**src/pwm_pkg.sv**
```systemverilog
package pwm_pkg;

    // ****************************************
    // sizes
    // ****************************************
    localparam int CHANNELS = 2;
    localparam int EXTRA_PINS = 4;
    localparam int DUTY_W = 10;
    localparam int COUNT_W = 8;
    localparam int SUB_W = 2;

    // ****************************************
    // apb byte addresses
    // ****************************************
    localparam logic [7:0] ADDR_CH_STRIDE = 8'h10;
    localparam logic [7:0] ADDR_CTRL = 8'h00;
    localparam logic [7:0] ADDR_DUTY_UP = 8'h04;
    localparam logic [7:0] ADDR_DUTY_LO = 8'h08;
    localparam logic [7:0] ADDR_EXTRA = 8'h0C;
    localparam logic [7:0] ADDR_TSEL = 8'h20;
    localparam logic [7:0] CH_FIELD_MASK = 8'h0F;

    // ****************************************
    // field positions
    // ****************************************
    localparam int CTRL_ON_BIT = 7;
    localparam int CTRL_MAIN_OE_BIT = 6;
    localparam int CTRL_LEVEL_BIT = 5;
    localparam int CTRL_INVERT_BIT = 4;
    localparam int TSEL_FIRST_BIT = 0;
    localparam int TSEL_SECOND_BIT = 2;
    localparam int DUTY_LO_SHIFT = 6;

    // ****************************************
    // reset values
    // ****************************************
    localparam logic [7:0] CTRL_RESET = 8'h00;
    localparam logic [7:0] TSEL_RESET = 8'h00;
    localparam logic [3:0] EXTRA_RESET = 4'h0;
    localparam logic [31:0] RDATA_ZERO = 32'h0000_0000;
    localparam logic [DUTY_W-1:0] DUTY_ZERO = 10'h000;

endpackage : pwm_pkg

```
**src/pwm_timebase_if.sv**
```systemverilog
`timescale 1ns/10ps
interface pwm_timebase_if;
    import pwm_pkg::*;
    logic [COUNT_W-1:0] count;
    logic [SUB_W-1:0] sub;
    logic restart;
    logic [DUTY_W-1:0] duty;
    logic enable;

    modport drive
    (
        output count,
        output sub,
        output restart,
        output duty,
        output enable
    );
    modport take
    (
        input count,
        input sub,
        input restart,
        input duty,
        input enable
    );
endinterface : pwm_timebase_if

```
**src/dual_pwm_output_unit.sv**
```systemverilog
`timescale 1ns/10ps
module dual_pwm_output_unit
    import pwm_pkg::*;
(
    input wire logic pclk,
    input wire logic presetn,
    input wire logic psel,
    input wire logic penable,
    input wire logic pwrite,
    input wire logic [7:0] paddr,
    input wire logic [31:0] pwdata,
    output logic [31:0] prdata,
    output logic pready,
    output logic pslverr,
    input wire logic [COUNT_W-1:0] timer_a_count,
    input wire logic [SUB_W-1:0] timer_a_sub,
    input wire logic timer_a_restart,
    input wire logic [COUNT_W-1:0] timer_b_count,
    input wire logic [SUB_W-1:0] timer_b_sub,
    input wire logic timer_b_restart,
    output logic [CHANNELS-1:0] main_pin_out,
    output logic [CHANNELS-1:0] main_pin_oe,
    output logic [CHANNELS*EXTRA_PINS-1:0] extra_pin_out,
    output logic [CHANNELS*EXTRA_PINS-1:0] extra_pin_oe
);

    // ****************************************
    // register state
    // ****************************************
    typedef struct packed
    {
        logic [CHANNELS-1:0] modulator_on;
        logic [CHANNELS-1:0] main_pin_drive_enable;
        logic [CHANNELS-1:0] output_invert;
        logic [CHANNELS*EXTRA_PINS-1:0] extra_pin_drive_enables;
        logic first_channel_timer_choice;
        logic second_channel_timer_choice;
        logic ready;
        logic err;
        logic [31:0] rdata;
    } cfg_state_t;

    // duty keeps its value across resets, so it has no reset branch
    typedef struct packed
    {
        logic [CHANNELS*8-1:0] upper;
        logic [CHANNELS*2-1:0] lower;
    } duty_state_t;

    cfg_state_t cfg_reg;
    cfg_state_t cfg_next;
    duty_state_t duty_reg;
    duty_state_t duty_next;
    logic [CHANNELS-1:0] level_view;
    logic [CHANNELS-1:0] active;

    logic setup;
    logic commit;
    logic [7:0] field;
    logic [3:0] chan_sel;
    logic ch;
    logic tsel_hit;
    logic mapped;

    assign setup = psel && !penable;
    assign commit = psel && penable && cfg_reg.ready;
    assign field = paddr & CH_FIELD_MASK;
    assign chan_sel = paddr[7:4];
    assign ch = chan_sel[0];
    assign tsel_hit = (paddr == ADDR_TSEL);
    assign mapped = tsel_hit || ((chan_sel < 4'(CHANNELS)) && (field[1:0] == 2'b00));

    // ****************************************
    // apb slave, one wait-free access phase
    // ****************************************
    always_comb
    begin
        cfg_next = cfg_reg;
        duty_next = duty_reg;
        cfg_next.ready = setup;
        cfg_next.err = setup && !mapped;
        cfg_next.rdata = RDATA_ZERO;
        if (setup && !pwrite && mapped)
        begin
            if (tsel_hit)
            begin
                cfg_next.rdata[TSEL_FIRST_BIT] = cfg_reg.first_channel_timer_choice;
                cfg_next.rdata[TSEL_SECOND_BIT] = cfg_reg.second_channel_timer_choice;
            end
            else
            begin
                case (field)
                    ADDR_CTRL:
                    begin
                        cfg_next.rdata[CTRL_ON_BIT] = cfg_reg.modulator_on[ch];
                        cfg_next.rdata[CTRL_MAIN_OE_BIT] = cfg_reg.main_pin_drive_enable[ch];
                        cfg_next.rdata[CTRL_LEVEL_BIT] = level_view[ch];
                        cfg_next.rdata[CTRL_INVERT_BIT] = cfg_reg.output_invert[ch];
                    end
                    ADDR_DUTY_UP:
                    begin
                        cfg_next.rdata[7:0] = duty_reg.upper[ch*8 +: 8];
                    end
                    ADDR_DUTY_LO:
                    begin
                        cfg_next.rdata[DUTY_LO_SHIFT +: 2] = duty_reg.lower[ch*2 +: 2];
                    end
                    ADDR_EXTRA:
                    begin
                        cfg_next.rdata[EXTRA_PINS-1:0] =
                            cfg_reg.extra_pin_drive_enables[ch*EXTRA_PINS +: EXTRA_PINS];
                    end
                    default:
                    begin
                        cfg_next.rdata = RDATA_ZERO;
                    end
                endcase
            end
        end
        if (commit && pwrite && mapped)
        begin
            if (tsel_hit)
            begin
                cfg_next.second_channel_timer_choice = pwdata[TSEL_SECOND_BIT];
                cfg_next.first_channel_timer_choice = pwdata[TSEL_FIRST_BIT];
            end
            else
            begin
                case (field)
                    ADDR_CTRL:
                    begin
                        // level bit is read-only, so it is not stored
                        cfg_next.modulator_on[ch] = pwdata[CTRL_ON_BIT];
                        cfg_next.main_pin_drive_enable[ch] = pwdata[CTRL_MAIN_OE_BIT];
                        cfg_next.output_invert[ch] = pwdata[CTRL_INVERT_BIT];
                    end
                    ADDR_DUTY_UP:
                    begin
                        duty_next.upper[ch*8 +: 8] = pwdata[7:0];
                    end
                    ADDR_DUTY_LO:
                    begin
                        duty_next.lower[ch*2 +: 2] = pwdata[DUTY_LO_SHIFT +: 2];
                    end
                    ADDR_EXTRA:
                    begin
                        cfg_next.extra_pin_drive_enables[ch*EXTRA_PINS +: EXTRA_PINS] =
                            pwdata[EXTRA_PINS-1:0];
                    end
                    default:
                    begin
                        cfg_next.err = 1'b0;
                    end
                endcase
            end
        end
    end

    always_ff @(posedge pclk or negedge presetn)
    begin
        if (!presetn)
        begin
            cfg_reg <= '0;
            cfg_reg.first_channel_timer_choice <= TSEL_RESET[TSEL_FIRST_BIT];
            cfg_reg.second_channel_timer_choice <= TSEL_RESET[TSEL_SECOND_BIT];
            cfg_reg.modulator_on <= {CHANNELS{CTRL_RESET[CTRL_ON_BIT]}};
            cfg_reg.extra_pin_drive_enables <= {CHANNELS{EXTRA_RESET}};
        end
        else
        begin
            cfg_reg <= cfg_next;
        end
    end

    always_ff @(posedge pclk)
    begin
        duty_reg <= duty_next;
    end

    assign prdata = cfg_reg.rdata;
    assign pready = cfg_reg.ready;
    assign pslverr = cfg_reg.err;

    // ****************************************
    // per-channel modulator and pins
    // ****************************************
    genvar gi;
    generate
        for (gi = 0; gi < CHANNELS; gi++)
        begin : g_chan
            pwm_timebase_if tb ();
            logic use_b;

            assign use_b = (gi == 0) ? cfg_reg.first_channel_timer_choice
                                     : cfg_reg.second_channel_timer_choice;
            assign tb.count = use_b ? timer_b_count : timer_a_count;
            assign tb.sub = use_b ? timer_b_sub : timer_a_sub;
            assign tb.restart = use_b ? timer_b_restart : timer_a_restart;
            assign tb.duty = {duty_reg.upper[gi*8 +: 8], duty_reg.lower[gi*2 +: 2]};
            assign tb.enable = cfg_reg.modulator_on[gi];

            pwm_modulator u_mod
            (
                .pclk(pclk),
                .presetn(presetn),
                .tb(tb.take),
                .active(active[gi])
            );

            pwm_pin_stage u_pins
            (
                .pclk(pclk),
                .presetn(presetn),
                .active(active[gi]),
                .invert(cfg_reg.output_invert[gi]),
                .main_pin_drive_enable(cfg_reg.main_pin_drive_enable[gi]),
                .extra_pin_drive_enables(
                    cfg_reg.extra_pin_drive_enables[gi*EXTRA_PINS +: EXTRA_PINS]),
                .level(level_view[gi]),
                .main_pin_oe(main_pin_oe[gi]),
                .extra_pin_out(extra_pin_out[gi*EXTRA_PINS +: EXTRA_PINS]),
                .extra_pin_oe(extra_pin_oe[gi*EXTRA_PINS +: EXTRA_PINS])
            );
        end
    endgenerate

    // main pin carries the same registered level that software reads
    assign main_pin_out = level_view;

endmodule : dual_pwm_output_unit

```
**src/pwm_modulator.sv**
```systemverilog
`timescale 1ns/10ps
module pwm_modulator
    import pwm_pkg::*;
(
    input wire logic pclk,
    input wire logic presetn,
    pwm_timebase_if.take tb,
    output logic active
);

    typedef struct packed
    {
        logic [DUTY_W-1:0] compare;
        logic raw;
    } mod_state_t;

    mod_state_t state_reg;
    mod_state_t state_next;

    always_comb
    begin
        state_next = state_reg;
        if (tb.restart)
        begin
            state_next.compare = tb.duty;
            state_next.raw = (tb.duty != DUTY_ZERO);
        end
        // a duty past the period never matches
        else if ({tb.count, tb.sub} == state_reg.compare)
        begin
            state_next.raw = 1'b0;
        end
        if (!tb.enable)
        begin
            state_next.raw = 1'b0;
        end
    end

    always_ff @(posedge pclk or negedge presetn)
    begin
        if (!presetn)
        begin
            state_reg <= '0;
        end
        else
        begin
            state_reg <= state_next;
        end
    end

    assign active = state_reg.raw;

endmodule : pwm_modulator

```
**src/pwm_pin_stage.sv**
```systemverilog
`timescale 1ns/10ps
module pwm_pin_stage
    import pwm_pkg::*;
(
    input wire logic pclk,
    input wire logic presetn,
    input wire logic active,
    input wire logic invert,
    input wire logic main_pin_drive_enable,
    input wire logic [EXTRA_PINS-1:0] extra_pin_drive_enables,
    output logic level,
    output logic main_pin_oe,
    output logic [EXTRA_PINS-1:0] extra_pin_out,
    output logic [EXTRA_PINS-1:0] extra_pin_oe
);

    typedef struct packed
    {
        logic level;
        logic main_oe;
        logic [EXTRA_PINS-1:0] extra_out;
        logic [EXTRA_PINS-1:0] extra_oe;
    } pin_state_t;

    pin_state_t state_reg;
    pin_state_t state_next;

    always_comb
    begin
        state_next = state_reg;
        state_next.level = active ^ invert;
        state_next.main_oe = main_pin_drive_enable;
        state_next.extra_oe = extra_pin_drive_enables;
        state_next.extra_out = {EXTRA_PINS{active ^ invert}};
    end

    always_ff @(posedge pclk or negedge presetn)
    begin
        if (!presetn)
        begin
            state_reg <= '0;
        end
        else
        begin
            state_reg <= state_next;
        end
    end

    assign level = state_reg.level;
    assign main_pin_oe = state_reg.main_oe;
    assign extra_pin_out = state_reg.extra_out;
    assign extra_pin_oe = state_reg.extra_oe;

endmodule : pwm_pin_stage

```
**config.mk**
```make
export PLATFORM = sky130hd
export DESIGN_NAME = dual_pwm_output_unit
export DESIGN_NICKNAME = d
export VERILOG_FILES = /design/src/pwm_pkg.sv /design/src/pwm_timebase_if.sv /design/src/dual_pwm_output_unit.sv /design/src/pwm_modulator.sv /design/src/pwm_pin_stage.sv
export SDC_FILE = /design/constraint.sdc
export NUM_CORES = 1
export LEC_CHECK = 0
export ABC_AREA = 1
export BUFFER_PORTS_ARGS = -buffer_cell sky130_fd_sc_hd__buf_4
export CORE_UTILIZATION = 57
export DETAILED_ROUTE_END_ITERATION = 10
export PLACE_DENSITY = 0.94
export SLEW_MARGIN = 20
export SYNTH_ARGS = -nofsm -noshare
export SYNTH_HDL_FRONTEND = slang
export SYNTH_SLANG_ARGS = --single-unit
```
**constraint.sdc**
```tcl
create_clock -name pclk -period 2.8 [get_ports pclk]
set_input_delay 0.56 -clock pclk [delete_from_list [all_inputs] [get_ports pclk]]
set_output_delay 0.56 -clock pclk [all_outputs]
set_load 0.005 [all_outputs]
```
==> metrics, run 1 <==
Longest Clk Path Bufs 2; Placer Congestion 0.930; Yosys warning count 0; WP data required 3100 ps; slowest CP cell buf_4; Crit. End Element flop; Buf+Inv Stages, Crit Path 2; setup TNS 0 ps; layout cells sized above 1 18.4%; n_diodes 0; Starting Density 59.9%; Leak Pwr 2.61 nW; global-route wire length before repair 16900 microns; fmax 553 MHz; DRT iter0 DRCs 312; Yosys reg bits 80; worst skew pair latency 360 ps; routed vias 3827; # Post-CTS Setup Buffers 0; DR vias/cell 5.34; WL final 10000 microns; Crit path top cell by count nand2_1; Setup violations, final 0; Finished Layout Cells 717; Worst Path Max Fanout 43; period utilization 64.6%; Resized cells post-CTS 0; Max-slew headroom 50.9%; WL/cell 14.0 microns; die area 8050 sq um; row count 31; final hold violations 0; antenna viol nets, final 0; Seq/Total Area, Yosys 47.9%; number of global-route vias before repair 3862; Largest stage delay, worst path 370 ps; worst slew pin tran 736 ps; RR Startpoint g_chan[1].use_b; critical path launch point type input port; Pwr per Cell Area 455 nW/um^2; cells after synthesis 562; sequential standard cell area 2100 sq um; Worst VDD drop 0.000377 V; multi-input combinational cell area 1720 sq um; Post-Place Cells 701; Area growth syn-to-layout 12.8%; final total power 2.25 mW; drt first pass iters 5; Root Buffer clkbuf_8; worst path cell trace buf_4 -> inv_2 -> nand3_1 -> nand4_2 -> nor2_1 -> nand2_1 -> nand2_1; Slew Limit Fails 0; MaxCap Viol Count 0; Mean Syn Cell Area 7.81 sq um; Worst Setup SP paddr[4]; die width 89.7 microns; Unique masters post-synth 31; hold slack 269 ps; io pins 121; Tot GR Track Use 26.3%; # DRC 0; Post-DP HPWL 7500 microns; # clock sinks 80; outcome complete, no violations; unrepaired setup endpoints after global routing no; hold_buf cts 0; fillers 579; initial antenna violation count 0; Chip Height 89.7 microns; crit path DAT 2100 ps; Setup CP Type input port to flop; Final #Nets 680; Clk pin slew, worst setup/hold paths 90 ps; min cycle time layout 1810 ps; Cell Area, Synth 4390 sq um; CTS tree done; core area 7330 sq um; Layout Skew 10.9 ps; Port-buffer cells 72; gr ovfl total 0; Tightest Hold Check Type input port to asynchronous set/reset pin; pin count of the biggest net entering global routing 61; Crit path max-delay family simple AND/OR/NAND/NOR gates; clock buffer count from CTS 9; H-tree depth 3
## cell usage after synthesis
master    count  area [sq um]
nor2_1       26          97.6
or2_1         1          6.26
o21ai_1      10          50.1
dfrtp_1      60          1500
nor2_2        1          6.26
conb_1        1          3.75
nor2_4        1          11.3
inv_2         6          22.5
buf_4        48           360
edfxtp_1     20           601
buf_1         1          3.75
nand4_4       2          42.5
nand2_2       1          6.26
nor3_2        1          10.0
inv_1        57           214
nand2_4       2          22.5
o211ai_1      4          30.0
buf_2         7          35.0
xor2_1        4          35.0
mux2_2        2          22.5
nand3_2       1          10.0
nor3_4        2          32.5
nand4_2       1          12.5
a21oi_1      14          70.1
a21boi_1      1          7.51
nor3_1        4          20.0
nand2_1     213           800
nor4_1        4          25.0
nand3_1      32           160
clkbuf_1      5          18.8
o21ai_0      30           150
## final cells by class
type	instances	area share [%]
Sequential cell	80	42.5
Clock buffer	9	2.50
Timing Repair Buffer	78	11.8
Inverter	63	4.78
Tap cell	99	2.50
Clock inverter	7	1.24
Multi-Input combinational cell	381	34.7
## worst register-to-register path, stage by stage (launching register included)
cell and delay, ps:
dfrtp_1 540, inv_1 150, nand2_1 60, nand2_1 480, mux2_2 410
## placed cells by master (no fill, tap or decap), types with 2 or more instances in the layout
cell type | Yosys | routed
nor3_1 | 4 | 4
dfrtp_1 | 60 | 60
inv_1 | 57 | 57
o21ai_0 | 30 | 30
nand2_4 | 2 | 2
mux2_2 | 2 | 2
edfxtp_1 | 20 | 20
nor4_1 | 4 | 4
inv_4 | 0 | 2
clkinv_4 | 0 | 2
buf_4 | 48 | 78
nand2_1 | 213 | 213
o211ai_1 | 4 | 4
conb_1 | 1 | 24
xor2_1 | 4 | 4
nor2_1 | 26 | 26
inv_2 | 6 | 6
inv_8 | 0 | 2
nand4_4 | 2 | 2
a21oi_1 | 14 | 14
o21ai_1 | 10 | 10
nand3_1 | 32 | 32
nor3_4 | 2 | 2
clkbuf_8 | 0 | 9
## final timing paths
check / slack [ps] / end / cells after the start
hold / removal: 270 / g_chan[0].u_mod.state_reg[2] / 1
hold reg to reg: 410 / g_chan[1].u_pins.extra_pin_oe[2] / 0
setup reg to reg: 1050 / g_chan[1].u_mod.state_reg[7] / 4
setup / recovery: 990 / cfg_reg[45] / 7
max in group asynchronous: 2060 / prdata[5] / 1
min in group pclk: 380 / pready / 2
## cell families after synthesis
kind of cell / share of synthesized area (%)
buf+inv: 14.9
other cells: 0.0855
xor+xnor: 0.798
flops: 47.9
mux: 0.513
compound gates: 7.01
simple gates: 28.8
## layer usage
layer	up-vias	wire, microns	share of wire [%]	GRT usage [%]
met3	34	694	6.9	4.31
met1	1807	3770	38	29.5
met2	185	5230	52	47.3
met4	0	339	3.4	15.2
met5	-	0	0	0
li1	1801	-	-	-
## report_power, final
part | internal, mW | switching (mW)
clock network | 0.341 | 0.464
registers | 1.21 | 0.00947
logic | 0.0824 | 0.143
## through the flow
stage	worst slack, ps	instance area (sq um)	util [%]
detailed placement	681	4770	65.0
floorplan	777	4470	-
CTS	1050	4950	67.5
finish	992	4950	67.5
global route	906	4950	67.5
global placement	760	4770	65.0
Note: power is estimated with default switching activity, not from simulation.
==> run 2, diff against run 1 <==
Settings changed: ABC_AREA 1 to 0, CORE_UTILIZATION 57 to 47, PLACE_DENSITY 0.94 to 0.85.
Clock period 2.8 ns to 1.5 ns, I/O delays scaled along.
==> metrics, run 2 <==
Starting Density 48.8%; Longest Clk Path Bufs 2; gr ovfl total 0; Setup CP Type flop to flop; number of global-route vias before repair 2761; Placement Setup Slack -316 ps; Most Used Layer, Global Route met2; clock buffer count from CTS 9; WP data required 1740 ps; row count 33; GRT met1 Usage 27.6%; synth top area cells dfrtp_1 37%, edfxtp_1 15%, mux2_2 10%; layout cells sized above 1 44.0%; Final #Nets 480; multi-input combinational cell area 1840 sq um; failing checks setup timing; die area 8950 sq um; initial antenna violation count 0; Area growth syn-to-layout 28.0%; slowest CP cell dfrtp_1; antenna viol nets, final 0; Clk pin slew, worst setup/hold paths 90 ps; Setup violations, final 20; fmax 587 MHz; sequential standard cell area 2100 sq um; Slew Limit Fails 0; DRT iter0 DRCs 107; Worst VDD drop 0.000430 V; cells after synthesis 325; Yosys warning count 0; Tot GR Track Use 22.2%; worst path cell trace buf_12 -> buf_8 -> mux2i_4 -> xor2_1 -> nand4_1 -> nor4_2 -> o21ai_1; H-tree depth 3; hold slack 203 ps; Finished Layout Cells 523; global-route wire length before repair 14300 microns; Leak Pwr 2.39 nW; synth cell count leaders 60 x dfrtp_1, 44 x buf_4, 38 x mux2i_1, 36 x mux2_2, 20 x edfxtp_1; crit path DAT 1940 ps; Mean Syn Cell Area 12.4 sq um; Pwr per Cell Area 822 nW/um^2; final setup margin -203 ps; Yosys reg bits 80; Chip Height 94.6 microns; core area 8260 sq um; Cell Area, Synth 4030 sq um; drt first pass iters 4; Largest stage delay, worst path 420 ps; n_diodes 0; met3 usage 4.51%; area leader, netlist dfrtp_1; Synth top area share 37.2%; Crit. End Element flop; global routing usage on met2 37.7%; WL final 9160 microns; leading cell types in the layout, fill and taps excluded 99 x buf_4, 59 x dfrtp_1, 30 x mux2i_1; # clock sinks 80; Most used DFF post-synth dfrtp_1; min cycle time layout 1700 ps; DR vias/cell 5.26; # DRC 0; Crit path max-delay family flip-flops; pin count of the biggest net entering global routing 38; Post-Place Cells 495; Seq/Total Area, Yosys 52.1%; Root Buffer clkbuf_8; Worst Path Max Fanout 7; Post-DP HPWL 6410 microns; Placer Congestion 0.833; die width 94.6 microns; commonest non-fill, non-tap cell in the layout buf_4; period utilization 114%; routed vias 2749; critical path launch point type flop; Port-buffer cells 72; top-count cell post-synth dfrtp_1; Unique masters post-synth 31; io pins 121; number of enable flip-flop cells after synthesis 20; Buf+Inv Stages, Crit Path 2; unrepaired setup endpoints after global routing yes; Async S/R FF share, synth 75.0%; final core utilization 62.5%; Tightest Hold Check Type input port to flop; WL/cell 17.5 microns; outcome finished with violations; fillers 612; MaxCap Viol Count 0; Layout Skew 14.0 ps; CTS tree done; worst skew pair latency 360 ps; final hold violations 0
==> run 2: cell types whose count changed after synthesis, sizes merged, moves of 14 or more <==
cell,delta
mux2i,+38
xor2,+14
mux2,+34
nand2,-212
o21ai,-37
inv,-63
nand3,-25
nor2,-14
==> run 2: where the power goes <==
group	internal [mW]	switching, mW	total (mW)
clock	0.632	0.856	1.49
sequential	2.26	0.0248	2.28
combinational	0.244	0.226	0.470
==> run 2: final cells by class <==
cell class	instances	area share, %
clock buffer	9	2.40
clock inverter	7	1.09
multi-input combinational	212	35.6
timing repair buffer	110	17.6
sequential	80	40.8
tap	105	2.55
==> run 2: repair_timing <==
| item | 4_1_cts | 5_1_grt |
|---|---|---|
| gates cloned | 3 | 0 |
| hold buffers | 1 | 0 |
| buffers inserted | 6 | 5 |
| endpoints found under the setup margin | 30 | 47 |
| pin swaps | 7 | 7 |
| resized for setup | 46 | 9 |
| hold endpoints to repair | 23 | 0 |
==> run 2: kinds of logic (layout without fill, tap and decap cells) <==
| kind of cell | Yosys count | count (layout) | share of synthesized area, % |
|---|---|---|---|
| DFF | 80 | 80 | 52.1 |
| and+or+nand+nor | 75 | 75 | 11.2 |
| muxes | 74 | 74 | 19.5 |
| buffers and inverters | 56 | 126 | 9.62 |
| xor gates and xnor gates | 22 | 22 | 4.78 |
| AOI/OAI and AO/OA | 17 | 17 | 2.67 |
| other | 1 | 24 | 0.0930 |
==> run 2: worst reg2reg max path, stage by stage (launching register included) <==
cell and delay, ps:
dfrtp_1 420, buf_12 150, buf_8 130, mux2i_4 240, xor2_1 210, nand4_1 130
nor4_2 200, o21ai_1 90
==> run 2: worst paths after layout <==
path | endpoint | cells past startpoint | startpoint | slack (ps)
worst max-delay path | g_chan[1].u_mod.active | 7 | g_chan[1].use_b | -200
worst min-delay path | cfg_reg[46] | 2 | pwdata[6] | 200
max in group asynchronous | g_chan[0].use_b | 3 | presetn | 620
min in group asynchronous | g_chan[0].u_pins.extra_pin_oe[0] | 2 | presetn | 370
worst max register to register | g_chan[1].u_mod.active | 7 | g_chan[1].use_b | -200
worst min register to register | g_chan[0].u_pins.extra_pin_oe[3] | 0 | cfg_reg[39] | 410
==> run 2: stage by stage <==
step,setup TNS (ps),area (sq um),total power [mW]
2_1_floorplan,-3820,4190,2.57
3_3_place_gp,-7090,4680,2.71
3_5_place_dp,-10220,4680,2.73
4_1_cts,-792,5130,4.24
5_1_grt,-1950,5160,4.41
6_report,-1010,5160,4.24
==> run 2: layer usage <==
layer	share of wire [%]	up-vias
met2	51	119
met1	42	1357
met5	0	-
met3	5.2	19
li1	-	1254
met4	2.2	0
==> run 3, diff against run 2 <==
Settings changed: RECOVER_POWER from default to 25.
==> metrics, run 3 (same netlist as run 2, synthesis figures left out) <==
outcome finished with violations; failing checks setup timing; Tightest Hold Check Type input port to flop; final setup margin -206 ps; Slew Limit Fails 0; setup TNS -1360 ps; critical path launch point type flop; DRT iter0 DRCs 114; worst skew pair latency 370 ps; gr ovfl total 0; n_diodes 0; Clk pin slew, worst setup/hold paths 90 ps; Chip Height 94.6 microns; Setup violations, final 32; DR vias/cell 5.21; Worst Path Max Fanout 7; CTS tree done; io pins 121; Port-buffer cells 72; Setup CP Type flop to flop; Worst VDD drop 0.000444 V; number of global-route vias before repair 2761; MaxCap Viol Count 0; worst path cell trace buf_12 -> buf_8 -> mux2i_4 -> xor2_1 -> nand4_1 -> nor4_2 -> o21ai_1; row count 33; pin count of the biggest net entering global routing 38; Leak Pwr 2.38 nW; Area growth syn-to-layout 27.6%; sequential standard cell area 2100 sq um; layout cells sized above 1 43.5%; period utilization 114%; crit path DAT 1950 ps; multi-input combinational cell area 1840 sq um; slowest CP cell dfrtp_1; Tot GR Track Use 22.2%; Comb power frac 11.0%; clock buffer count from CTS 9; fmax 586 MHz; Placer Congestion 0.833; unrepaired setup endpoints after global routing yes; Switching Share 26.3%; Largest stage delay, worst path 420 ps; Layout Skew 14.4 ps; antenna viol nets, final 0; Starting Density 48.8%; Max-slew headroom 58.6%; Reg power frac 53.7%; Post-DP HPWL 6410 microns; fillers 614; global-route wire length before repair 14300 microns; cell-internal power 3.13 mW; # DRC 0; core area 8260 sq um; die width 94.6 microns; drt first pass iters 4; post-route cell area 5150 sq um; hold slack 195 ps; Final #Nets 480; min cycle time layout 1710 ps; Pwr per Cell Area 826 nW/um^2; WL/cell 17.5 microns; Clock Power Share 35.3%; Longest Clk Path Bufs 2; routed vias 2725; leading cell types in the layout, fill and taps excluded 95 x buf_4, 59 x dfrtp_1, 30 x mux2i_1; P_sw 1.12 mW; final hold violations 0; die area 8950 sq um; initial antenna violation count 0; WP data required 1750 ps; H-tree depth 3; WL final 9160 microns; dpl cell area 4680 sq um; commonest non-fill, non-tap cell in the layout buf_4; Root Buffer clkbuf_8; # clock sinks 80; worst slew pin tran 621 ps; Crit. End Element flop
[run 3: changes by cell type in the layout (fill, tap and decap cells not counted)]
cell / previous run / this run
clkbuf_1: 0 / 2
and2_1: 12 / 11
buf_4: 99 / 95
clkbuf_2: 0 / 2
and2_0: 0 / 1
[run 3: path summary, 6_finish.rpt]
check / from / end / slack, ps / depth (start not counted)
worst max-delay path: g_chan[1].use_b / g_chan[1].u_mod.active / -210 / 7
worst min-delay path: pwdata[1] / cfg_reg[37] / 190 / 2
worst max register to register: g_chan[1].use_b / g_chan[1].u_mod.active / -210 / 7
worst min register to register: cfg_reg[37] / g_chan[0].u_pins.extra_pin_oe[1] / 410 / 0
max in group asynchronous: presetn / g_chan[0].use_b / 410 / 3
min in group asynchronous: presetn / g_chan[0].u_pins.extra_pin_oe[0] / 470 / 2
[run 3: timing repair]
item,4_1_cts,5_1_grt
hold endpoints to repair,23,0
gates resized for setup,46,9
cloned,3,0
hold buffers,1,0
setup endpoints to repair,30,47
buffers inserted,6,5
pin swaps,7,7
[run 3: per-layer routing]
layer  up-vias  track usage, %  part of all wire, %
met2       115            37.7                   50
met1      1334            27.6                   42
met5         -               0                    0
met3        22            4.51                  5.1
li1       1254               -                    -
met4         0            8.71                  2.6
[run 3: worst max-delay path: cells and delay by family, from the launching register on]
family,cells,cell delay [ps]
flip-flops,1,420
AND/OR/NAND/NOR,2,330
buffers and inverters,2,280
multiplexers,1,240
XOR/XNOR,1,210
AO/OA/AOI/OAI,1,90
[run 3: final cells by class]
cell class                      instances  share of cell area, %
Clock inverter                          7                   1.09
Sequential cell                        80                   40.9
Multi-Input combinational cell        212                   35.7
Clock buffer                            9                   2.41
Timing Repair Buffer                  110                   17.4
Tap cell                              105                   2.55
[run 3: stage by stage]
stage	power [mW]	util [%]	instances	setup slack, ps
global route	4.40	62.3	523	-268
global placement	2.71	56.6	495	-233
detailed placement	2.73	56.6	495	-316
CTS	4.24	62.1	521	-137
floorplan	2.57	-	348	-194
finish	4.25	62.3	523	-206
[run 3: power groups by stage]
stage	sequential [mW]	clock, mW	combinational [mW]
global placement	2.33	0	0.389
finish	2.28	1.50	0.466
global route	2.29	1.60	0.512
detailed placement	2.33	0	0.405
CTS	2.28	1.50	0.459
floorplan	2.32	0	0.246
